===== config.mk =====
export PLATFORM = sky130hd
export DESIGN_NAME = xfer_count_irq_dev_flat
export DESIGN_NICKNAME = d
export VERILOG_FILES = /design/src/host_xfer_pkg.sv /design/src/proc_port_if.sv /design/src/xfer_count_irq_dev.sv /design/src/flat_wrapper.sv
export VERILOG_INCLUDE_DIRS = /design/src
export SDC_FILE = /design/constraint.sdc
export NUM_CORES = 1
export LEC_CHECK = 0
export BUFFER_PORTS_ARGS = -buffer_cell sky130_fd_sc_hd__buf_4
export CAP_MARGIN = 20
export CORE_MARGIN = 3
export CORE_UTILIZATION = 52
export DETAILED_ROUTE_END_ITERATION = 10
export GPL_ROUTABILITY_DRIVEN = 1
export PLACE_DENSITY = 0.73
export SYNTH_ARGS = -nofsm -noshare
export SYNTH_HDL_FRONTEND = slang
export SYNTH_SLANG_ARGS = --single-unit

===== constraint.sdc =====
create_clock -name pclk -period 3.04 [get_ports pclk]
set_input_delay 0.304 -clock pclk [delete_from_list [all_inputs] [get_ports pclk]]
set_output_delay 0.304 -clock pclk [all_outputs]
set_load 0.02 [all_outputs]

===== src/host_xfer_defines.svh =====
`ifndef HOST_XFER_DEFINES_SVH
`define HOST_XFER_DEFINES_SVH

// Command codes on the parallel register port, bit 7 set means write
`define CODE_WRITE_BIT      7
`define CODE_HW_SETUP_RD    8'h20
`define CODE_HW_SETUP_WR    8'hA0
`define CODE_DMA_SETUP_RD   8'h21
`define CODE_DMA_SETUP_WR   8'hA1
`define CODE_BYTE_COUNT_RD  8'h22
`define CODE_BYTE_COUNT_WR  8'hA2
`define CODE_IRQ_STATUS_RD  8'h24
`define CODE_IRQ_STATUS_WR  8'hA4
`define CODE_IRQ_MASK_RD    8'h25
`define CODE_IRQ_MASK_WR    8'hA5
`define CODE_HOST_CTRL_RD   8'h27
`define CODE_HOST_CTRL_WR   8'hA7

// Field positions
`define GLOBAL_IRQ_EN_BIT   0
`define COUNT_EN_BIT        7
`define DMA_RUN_BIT         4
`define SUSPEND_LO_BIT      6
`define SUSPEND_HI_BIT      7
`define FLAG_DUAL_ROLE      9
`define FLAG_ASYNC_LIST     8
`define FLAG_PERIODIC_LIST  7
`define FLAG_CLOCK_RESUMED  6
`define FLAG_SUSPENDED      5
`define FLAG_OPERATIONAL    4
`define FLAG_ALL_DONE       3
`define FLAG_ISO_ONE        2
`define FLAG_ISO_ZERO       1
`define FLAG_SOF            0

// Reset values
`define BYTE_COUNT_RESET    16'h0000
`define IRQ_STATUS_RESET    10'h000
`define IRQ_MASK_RESET      10'h000
`define DMA_SETUP_RESET     8'h00
`define HW_SETUP_RESET      16'h0000
`define HOST_CTRL_RESET     8'h00

// Host controller APB map
`define APB_CMD_OFFSET      8'h00
`define APB_RDATA_OFFSET    8'h04
`define APB_STATUS_OFFSET   8'h08
`define APB_MASK_OFFSET     8'h0C
`define APB_STATE_OFFSET    8'h10
`define APB_CMD_CODE_LSB    16
`define HOST_EV_DONE        0
`define HOST_EV_DEV_IRQ     1

`endif


===== src/host_xfer_pkg.sv =====
`default_nettype none

package host_xfer_pkg;

    typedef struct packed {
        logic [15:0] count;
        logic [7:0]  dma_cfg;
        logic [9:0]  status;
        logic [9:0]  mask;
        logic [15:0] hw_cfg;
        logic [7:0]  ctrl;
        logic        rsp_valid;
        logic [15:0] rsp_data;
        logic        eot_s1;
        logic        eot_s2;
        logic        eot_d;
        logic        irq;
        logic        dma_req;
        logic        fill_upd;
    } dev_state_t;

    typedef struct packed {
        logic        busy;
        logic        cmd_valid;
        logic [7:0]  cmd_code;
        logic [15:0] cmd_wdata;
        logic [15:0] rdata;
        logic [1:0]  status;
        logic [1:0]  mask;
        logic        pin_d;
        logic        irq;
    } host_state_t;

endpackage

`default_nettype wire


===== src/proc_port_if.sv =====
`timescale 1ns/1ps
`default_nettype none

interface proc_port_if;
    logic        cmd_valid;
    logic [7:0]  cmd_code;
    logic [15:0] cmd_wdata;
    logic        rsp_valid;
    logic [15:0] rsp_rdata;
    logic        irq_pin_one;

    modport device (
        input  cmd_valid,
        input  cmd_code,
        input  cmd_wdata,
        output rsp_valid,
        output rsp_rdata,
        output irq_pin_one
    );

    modport host (
        output cmd_valid,
        output cmd_code,
        output cmd_wdata,
        input  rsp_valid,
        input  rsp_rdata,
        input  irq_pin_one
    );
endinterface

`default_nettype wire


===== src/xfer_count_irq_dev.sv =====
`include "host_xfer_defines.svh"
`timescale 1ns/1ps
`default_nettype none

module xfer_count_irq_dev (
    input  wire logic       pclk,
    input  wire logic       presetn,
    proc_port_if.device     link,
    input  wire logic       end_of_transfer,
    input  wire logic       byte_moved,
    input  wire logic       dual_role_event,
    input  wire logic       async_count_hit,
    input  wire logic       async_timeout_hit,
    input  wire logic       periodic_last_done,
    input  wire logic       periodic_ack_seen,
    input  wire logic       clock_resumed,
    input  wire logic       operational_event,
    input  wire logic       iso_buffer_one_event,
    input  wire logic       iso_buffer_zero_event,
    input  wire logic       sof_event,
    output logic            dma_request,
    output logic            buffer_fill_update,
    output logic            suspended,
    output logic            sof_send_allowed
);
    import host_xfer_pkg::*;

    ////////////////////////////////////////////////////////////////////////
    host_xfer_pkg::dev_state_t s_r;
    host_xfer_pkg::dev_state_t s_nxt;

    logic        is_write;
    logic        count_done;
    logic        eot_edge;
    logic        in_suspend;
    logic        entering_suspend;
    logic [9:0]  events;
    logic [9:0]  clear_bits;
    logic [7:0]  ctrl_new;

    ////////////////////////////////////////////////////////////////////////
    always_comb begin
        s_nxt = s_r;
        s_nxt.rsp_valid = 1'b0;
        s_nxt.fill_upd  = 1'b0;
        clear_bits = 10'h000;
        ctrl_new   = s_r.ctrl;
        is_write   = link.cmd_valid & link.cmd_code[`CODE_WRITE_BIT];

        // Pin passes two flops before the edge detector looks at it
        s_nxt.eot_s1 = end_of_transfer;
        s_nxt.eot_s2 = s_r.eot_s1;
        s_nxt.eot_d  = s_r.eot_s2;
        eot_edge     = s_r.eot_s2 & ~s_r.eot_d;

        // Counter runs for PIO and DMA alike, only when enabled
        count_done = 1'b0;
        if (s_r.dma_cfg[`COUNT_EN_BIT] && byte_moved &&
            s_r.count != 16'h0000) begin
            s_nxt.count = s_r.count - 16'h0001;
            if (s_r.count == 16'h0001) begin
                count_done = 1'b1;
            end
        end
        s_nxt.fill_upd = count_done;

        // Register writes; a write to the count wins over a decrement
        if (is_write) begin
            unique case (link.cmd_code)
                `CODE_BYTE_COUNT_WR: begin
                    s_nxt.count = link.cmd_wdata;
                end
                `CODE_IRQ_STATUS_WR: begin
                    clear_bits = link.cmd_wdata[9:0];
                end
                `CODE_IRQ_MASK_WR: begin
                    s_nxt.mask = link.cmd_wdata[9:0];
                end
                `CODE_DMA_SETUP_WR: begin
                    s_nxt.dma_cfg = link.cmd_wdata[7:0];
                end
                `CODE_HW_SETUP_WR: begin
                    s_nxt.hw_cfg = link.cmd_wdata;
                end
                `CODE_HOST_CTRL_WR: begin
                    ctrl_new = link.cmd_wdata[7:0];
                end
                default: begin
                    clear_bits = 10'h000;
                end
            endcase
        end
        s_nxt.ctrl = ctrl_new;

        // Suspend is both control bits high
        in_suspend = s_r.ctrl[`SUSPEND_HI_BIT] &
                     s_r.ctrl[`SUSPEND_LO_BIT];
        entering_suspend = ctrl_new[`SUSPEND_HI_BIT] &
                           ctrl_new[`SUSPEND_LO_BIT] & ~in_suspend;

        // Event vector in flag order
        events = 10'h000;
        events[`FLAG_DUAL_ROLE]     = dual_role_event;
        events[`FLAG_ASYNC_LIST]    = async_count_hit |
                                      async_timeout_hit;
        events[`FLAG_PERIODIC_LIST] = periodic_last_done &
                                      periodic_ack_seen;
        events[`FLAG_CLOCK_RESUMED] = clock_resumed;
        events[`FLAG_SUSPENDED]     = entering_suspend;
        events[`FLAG_OPERATIONAL]   = operational_event;
        events[`FLAG_ALL_DONE]      = count_done | eot_edge;
        events[`FLAG_ISO_ONE]       = iso_buffer_one_event;
        events[`FLAG_ISO_ZERO]      = iso_buffer_zero_event;
        // SOF events are dropped while suspended, none go downstream
        events[`FLAG_SOF]           = sof_event & ~in_suspend;

        // Set wins over a clear arriving in the same cycle
        s_nxt.status = (s_r.status & ~clear_bits) | events;

        // Every command gets an answer one cycle later
        if (link.cmd_valid) begin
            s_nxt.rsp_valid = 1'b1;
            unique case (link.cmd_code)
                `CODE_BYTE_COUNT_RD: begin
                    s_nxt.rsp_data = s_r.count;
                end
                `CODE_IRQ_STATUS_RD: begin
                    s_nxt.rsp_data = {6'h00, s_r.status};
                end
                `CODE_IRQ_MASK_RD: begin
                    s_nxt.rsp_data = {6'h00, s_r.mask};
                end
                `CODE_DMA_SETUP_RD: begin
                    s_nxt.rsp_data = {8'h00, s_r.dma_cfg};
                end
                `CODE_HW_SETUP_RD: begin
                    s_nxt.rsp_data = s_r.hw_cfg;
                end
                `CODE_HOST_CTRL_RD: begin
                    s_nxt.rsp_data = {8'h00, s_r.ctrl};
                end
                default: begin
                    s_nxt.rsp_data = 16'h0000;
                end
            endcase
        end

        // Pin follows the registered flags, so it lags a flag by a cycle
        s_nxt.irq = s_r.hw_cfg[`GLOBAL_IRQ_EN_BIT] &
                    (|(s_r.status & s_r.mask));

        // No request without an enabled, nonzero count
        s_nxt.dma_req = s_nxt.dma_cfg[`DMA_RUN_BIT] &
                        s_nxt.dma_cfg[`COUNT_EN_BIT] &
                        (s_nxt.count != 16'h0000);
    end

    ////////////////////////////////////////////////////////////////////////
    always_ff @(posedge pclk or negedge presetn) begin
        if (!presetn) begin
            s_r.count     <= `BYTE_COUNT_RESET;
            s_r.dma_cfg   <= `DMA_SETUP_RESET;
            s_r.status    <= `IRQ_STATUS_RESET;
            s_r.mask      <= `IRQ_MASK_RESET;
            s_r.hw_cfg    <= `HW_SETUP_RESET;
            s_r.ctrl      <= `HOST_CTRL_RESET;
            s_r.rsp_valid <= 1'b0;
            s_r.rsp_data  <= 16'h0000;
            s_r.eot_s1    <= 1'b0;
            s_r.eot_s2    <= 1'b0;
            s_r.eot_d     <= 1'b0;
            s_r.irq       <= 1'b0;
            s_r.dma_req   <= 1'b0;
            s_r.fill_upd  <= 1'b0;
        end else begin
            s_r <= s_nxt;
        end
    end

    ////////////////////////////////////////////////////////////////////////
    assign link.rsp_valid   = s_r.rsp_valid;
    assign link.rsp_rdata   = s_r.rsp_data;
    assign link.irq_pin_one = s_r.irq;
    assign dma_request        = s_r.dma_req;
    assign buffer_fill_update = s_r.fill_upd;
    assign suspended          = s_r.ctrl[`SUSPEND_HI_BIT] &
                                s_r.ctrl[`SUSPEND_LO_BIT];
    assign sof_send_allowed   = ~suspended;

endmodule

`default_nettype wire


===== src/flat_wrapper.sv =====
// flat-port wrapper written by rule: the top's interface ports become plain ports
module xfer_count_irq_dev_flat import host_xfer_pkg::*;
  (pclk, presetn, end_of_transfer, byte_moved, dual_role_event, async_count_hit, async_timeout_hit, periodic_last_done, periodic_ack_seen, clock_resumed, operational_event, iso_buffer_one_event, iso_buffer_zero_event, sof_event, dma_request, buffer_fill_update, suspended, sof_send_allowed, link_cmd_valid, link_cmd_code, link_cmd_wdata, link_rsp_valid, link_rsp_rdata, link_irq_pin_one);
  proc_port_if link_i ();
  input  wire logic pclk;
  input  wire logic presetn;
  input  wire logic end_of_transfer;
  input  wire logic byte_moved;
  input  wire logic dual_role_event;
  input  wire logic async_count_hit;
  input  wire logic async_timeout_hit;
  input  wire logic periodic_last_done;
  input  wire logic periodic_ack_seen;
  input  wire logic clock_resumed;
  input  wire logic operational_event;
  input  wire logic iso_buffer_one_event;
  input  wire logic iso_buffer_zero_event;
  input  wire logic sof_event;
  output logic dma_request;
  output logic buffer_fill_update;
  output logic suspended;
  output logic sof_send_allowed;
  input wire logic [$bits(link_i.cmd_valid)-1:0] link_cmd_valid;
  input wire logic [$bits(link_i.cmd_code)-1:0] link_cmd_code;
  input wire logic [$bits(link_i.cmd_wdata)-1:0] link_cmd_wdata;
  output wire logic [$bits(link_i.rsp_valid)-1:0] link_rsp_valid;
  output wire logic [$bits(link_i.rsp_rdata)-1:0] link_rsp_rdata;
  output wire logic [$bits(link_i.irq_pin_one)-1:0] link_irq_pin_one;
  assign link_i.cmd_valid = link_cmd_valid;
  assign link_i.cmd_code = link_cmd_code;
  assign link_i.cmd_wdata = link_cmd_wdata;
  assign link_rsp_valid = link_i.rsp_valid;
  assign link_rsp_rdata = link_i.rsp_rdata;
  assign link_irq_pin_one = link_i.irq_pin_one;
  xfer_count_irq_dev u_core (.pclk(pclk), .presetn(presetn), .link(link_i), .end_of_transfer(end_of_transfer), .byte_moved(byte_moved), .dual_role_event(dual_role_event), .async_count_hit(async_count_hit), .async_timeout_hit(async_timeout_hit), .periodic_last_done(periodic_last_done), .periodic_ack_seen(periodic_ack_seen), .clock_resumed(clock_resumed), .operational_event(operational_event), .iso_buffer_one_event(iso_buffer_one_event), .iso_buffer_zero_event(iso_buffer_zero_event), .sof_event(sof_event), .dma_request(dma_request), .buffer_fill_update(buffer_fill_update), .suspended(suspended), .sof_send_allowed(sof_send_allowed));
endmodule

==> out/summary.md <==
- **result of the run** complete, no violations
- **crit path cell chain** nor4_4, a41oi_2, mux2i_1, mux2_2, o21bai_1, nor4bb_2, a31oi_1
- **number of flip-flops and latches in the synthesized netlist** 91
- **final number of setup-violating endpoints** 0
- **cell types occupying the most area after synthesis** sky130_fd_sc_hd__dfrtp_1, sky130_fd_sc_hd__mux2_2, sky130_fd_sc_hd__a222oi_1
- **insertion delay of the later-clocked pin in the worst-skew pair** 360 ps
- **Worst Path Buf+Inv** 0
- **Worst EP required** 3270 ps
- **via count of the first global-routing pass** 3385
- **fraction of final layout cells sized beyond drive strength 1** 33.6%
- **average footprint of a synthesized cell** 11.8 um2
- **number of synthesized flops with an enable pin** 0
- **Die Ht** 100 um
- **Seq/Total Area, Yosys** 49.3%
- **predominant post-synthesis flop cell** sky130_fd_sc_hd__dfrtp_1
- **shortest clock period the worst path allows after layout** 2460 ps
- **IO Pins** 61
- **number of placed instances, taps included** 531
- **area taken by flip-flops and latches** 0.00228 mm2
- **Yosys warnings** 0
- **GRT Overall Usage** 23.6%
- **Final Routed Wirelength** 11200 um
- **library cells used by synthesis** 63
- **slew margin rel.** 48.3%
- **leakage power** 2.30 nW
- **Resize count post-CTS** 0
- **dominant combinational cell family by area after synthesis** simple AND/OR/NAND/NOR gates
- **Syn Inst Count** 391
- **post-route cell area** 0.00525 mm2
- **dominant delay contributor by cell family on the critical path** simple AND/OR/NAND/NOR gates
- **library cell contributing the largest single delay on the critical path** sky130_fd_sc_hd__nor4_4
- **Detail Route Antenna Nets** 0
- **largest area contributor in the netlist** sky130_fd_sc_hd__dfrtp_1
- **clock sinks** 91
- **largest voltage drop on the vdd net** 0.372 mV
- **Power Dens Cells** 538 mW/mm2
- **PortBufs** 60
- **hold crit path type** input port to flip-flop
- **residual DRC count** 0
- **HPWL after DPL** 7880 um
- **final total negative setup slack** 0 ps
- **area share of and/or/nand/nor cells after synthesis** 16.8%
- **Crit Path Max Fanout** 10
- **number of detailed-route iterations in the first pass** 5
- **Max Clk Rate** 0.407 GHz
- **H-tree levels** 3
- **routed wire length on met3** 720 um
- **Initial Utilization** 54.8%
- **maximum clock insertion buffer count** 2
- **total placed instance area** 0.00502 mm2
- **leading cell types in the layout, fill and taps excluded** sky130_fd_sc_hd__dfrtp_1, sky130_fd_sc_hd__buf_4, sky130_fd_sc_hd__mux2_2, sky130_fd_sc_hd__nand2_1, sky130_fd_sc_hd__nor2_1
- **post-layout power** 0.00282 W
- **slew at the pin with the worst max-slew slack** 770 ps
- **adder and majority gate portion of the synthesized area** 0.813%
- **highest cell delay on the worst timing path** 550 ps
- **CP startpoint kind** flip-flop
- **clock root buffer** sky130_fd_sc_hd__clkbuf_8
- **final-report hold violation count** 0
- **Crit. End Element** flip-flop
- **synthesized-area fraction occupied by ao, oa, aoi and oai cells** 14.3%
- **cts bufs inserted** 9
- **max layer used** met4
- **Setup Fix Bufs, Post-CTS** 0
- **Fillers** 718
- **largest net degree at the start of global routing** 52
- **post-synthesis mux area share** 10.7%
- **reported max-cap violation count** 0
- **area occupied by multi-input gates** 0.00206 mm2
- **setup clock skew after layout** 11.2 ps
- **Post-synth ARST share** 100%
- **proportion of netlist area held by the largest area contributor** 49.3%
- **synth-to-layout area growth** 13.6%
- **quantity of hold-fixing buffers added after cts** 1
- **CP Class** flip-flop to flip-flop
- **fin crit share** 80.8%
- **RSZ-0062 raised after global routing** no
- **met1 layer wirelength in the final routing** 5040 um
- **hold slack** 47.6 ps
- **average via count per standard cell** 6.18
- **diode insertion count for antenna repair** 0
- **floorplan row count** 33
- **CORE AREA** 0.00842 mm2
- **Clk pin slew, worst setup/hold paths** 90 ps
- **number of max-slew violations in the final report** 0
- **final weighted congestion of routability-driven global placement** 0.930
- **overall die width** 100 um
- **number of nets in the finished design** 480
- **initial antenna violation count** 0
- **global-route wire length before repair** 18200 um
- **Die Area** 0.0101 mm2
- **residual overflow from global routing** 0
- **TritonCTS clock tree** built
- **via count** 3374
- **area of the mapped netlist** 0.00462 mm2
- **Critical Path AT** 2680 ps
- **Wirelength per Cell** 20.5 um
- **synthesized netlist net count** 433
- **xor/xnor share of the synthesized area** 1.90%
- **non-filler cells in the finished layout** 546
- **most common library cell in the layout ignoring fill and taps** sky130_fd_sc_hd__dfrtp_1
- **Met2 Wirelength** 5270 um
- **violation count after the first detailed-routing iteration** 328
## registers in the layout (all words and copies together), names as in the netlist
name / count
u_core.s_nxt: 2
u_core.link.irq_pin_one: 1
u_core.link.rsp_valid: 1
u_core.buffer_fill_update: 1
u_core.link.rsp_rdata: 16
u_core.s_r: 69
u_core.dma_request: 1
## metal layers
metal / track usage [%] / vias up
met4: 6.84 / 0
met1: 33.4 / 1687
met3: 5.70 / 12
met2: 36.3 / 122
li1: - / 1553
met5: 0 / -
## final cells by class
| cell class | count | area share, % |
|---|---|---|
| clock buffer | 12 | 2.96 |
| inverter | 16 | 1.14 |
| timing repair buffer | 67 | 9.64 |
| clock inverter | 2 | 1.14 |
| multi-input combinational | 253 | 39.2 |
| tap | 105 | 2.50 |
| sequential | 91 | 43.4 |
## synth_stat cells, types with 2 or more instances
master	n
sky130_fd_sc_hd__a21o_1	7
sky130_fd_sc_hd__a21oi_1	4
sky130_fd_sc_hd__a221oi_1	2
sky130_fd_sc_hd__a222oi_1	16
sky130_fd_sc_hd__a22o_1	4
sky130_fd_sc_hd__a22oi_1	11
sky130_fd_sc_hd__a31oi_1	5
sky130_fd_sc_hd__and4_1	2
sky130_fd_sc_hd__buf_2	5
sky130_fd_sc_hd__buf_4	18
sky130_fd_sc_hd__buf_6	2
sky130_fd_sc_hd__clkbuf_1	4
sky130_fd_sc_hd__clkbuf_8	2
sky130_fd_sc_hd__dfrtp_1	91
sky130_fd_sc_hd__ha_1	3
sky130_fd_sc_hd__inv_1	16
sky130_fd_sc_hd__mux2_2	42
sky130_fd_sc_hd__mux2i_1	2
sky130_fd_sc_hd__nand2_1	27
sky130_fd_sc_hd__nand2b_1	3
sky130_fd_sc_hd__nand3_1	12
sky130_fd_sc_hd__nand3_2	2
sky130_fd_sc_hd__nand4_1	6
sky130_fd_sc_hd__nor2_1	19
sky130_fd_sc_hd__nor2b_1	2
sky130_fd_sc_hd__nor3_1	5
sky130_fd_sc_hd__nor3_2	2
sky130_fd_sc_hd__nor4_1	3
sky130_fd_sc_hd__nor4_4	5
sky130_fd_sc_hd__nor4b_2	2
sky130_fd_sc_hd__nor4b_4	2
sky130_fd_sc_hd__o21a_1	9
sky130_fd_sc_hd__o21ai_0	11
sky130_fd_sc_hd__o21ai_1	3
sky130_fd_sc_hd__o22ai_1	6
sky130_fd_sc_hd__xnor2_1	4
sky130_fd_sc_hd__xor2_1	6
## kinds of logic (layout without fill, tap and decap cells)
group,Yosys count,after routing
adders and majority gates,3,3
buffers and inverters,47,97
xor gates and xnor gates,10,10
muxes,44,44
DFF,91,91
and+or+nand+nor,109,109
AOI/OAI and AO/OA,87,87
## final timing paths
check | cells after the start | slack, ps | endpoint | start
setup reg to reg | 7 | 580 | u_core.dma_request$_DFF_PN0_ | u_core.s_r[80]$_DFF_PN0_
max in group asynchronous | 3 | 1730 | u_core.s_r[83]$_DFF_PN0_ | presetn
min in group asynchronous | 2 | 510 | u_core.link.rsp_rdata[11]$_DFFE_PN0P_ | presetn
setup / recovery | 7 | 580 | u_core.dma_request$_DFF_PN0_ | u_core.s_r[80]$_DFF_PN0_
hold reg to reg | 0 | 360 | u_core.s_nxt[3]$_DFF_PN0_ | u_core.s_nxt[4]$_DFF_PN0_
hold / removal | 1 | 50 | u_core.s_nxt[4]$_DFF_PN0_ | end_of_transfer
## report_power, final
group	internal, W	switching (W)	leakage [nW]	total [W]
clock	0.000500	0.000396	0.109	0.000896
sequential	0.00130	0.000120	1.17	0.00142
combinational	0.000236	0.000269	1.02	0.000505
## worst reg2reg max path: cells and delay by family, from the launching register on
family          cells  cell delay [ps]
flops               1              490
mux                 2              450
compound gates      3              530
simple gates        2              850
## through the flow
stage | util, % | setup WS, ps
after detailed placement | 59.6 | 581
final | 62.3 | 584
after global placement | 59.6 | 640
after global routing | 62.3 | 420
after floorplan | - | 872
after CTS | 62.3 | 576
Power figures use the tool's default switching activity.
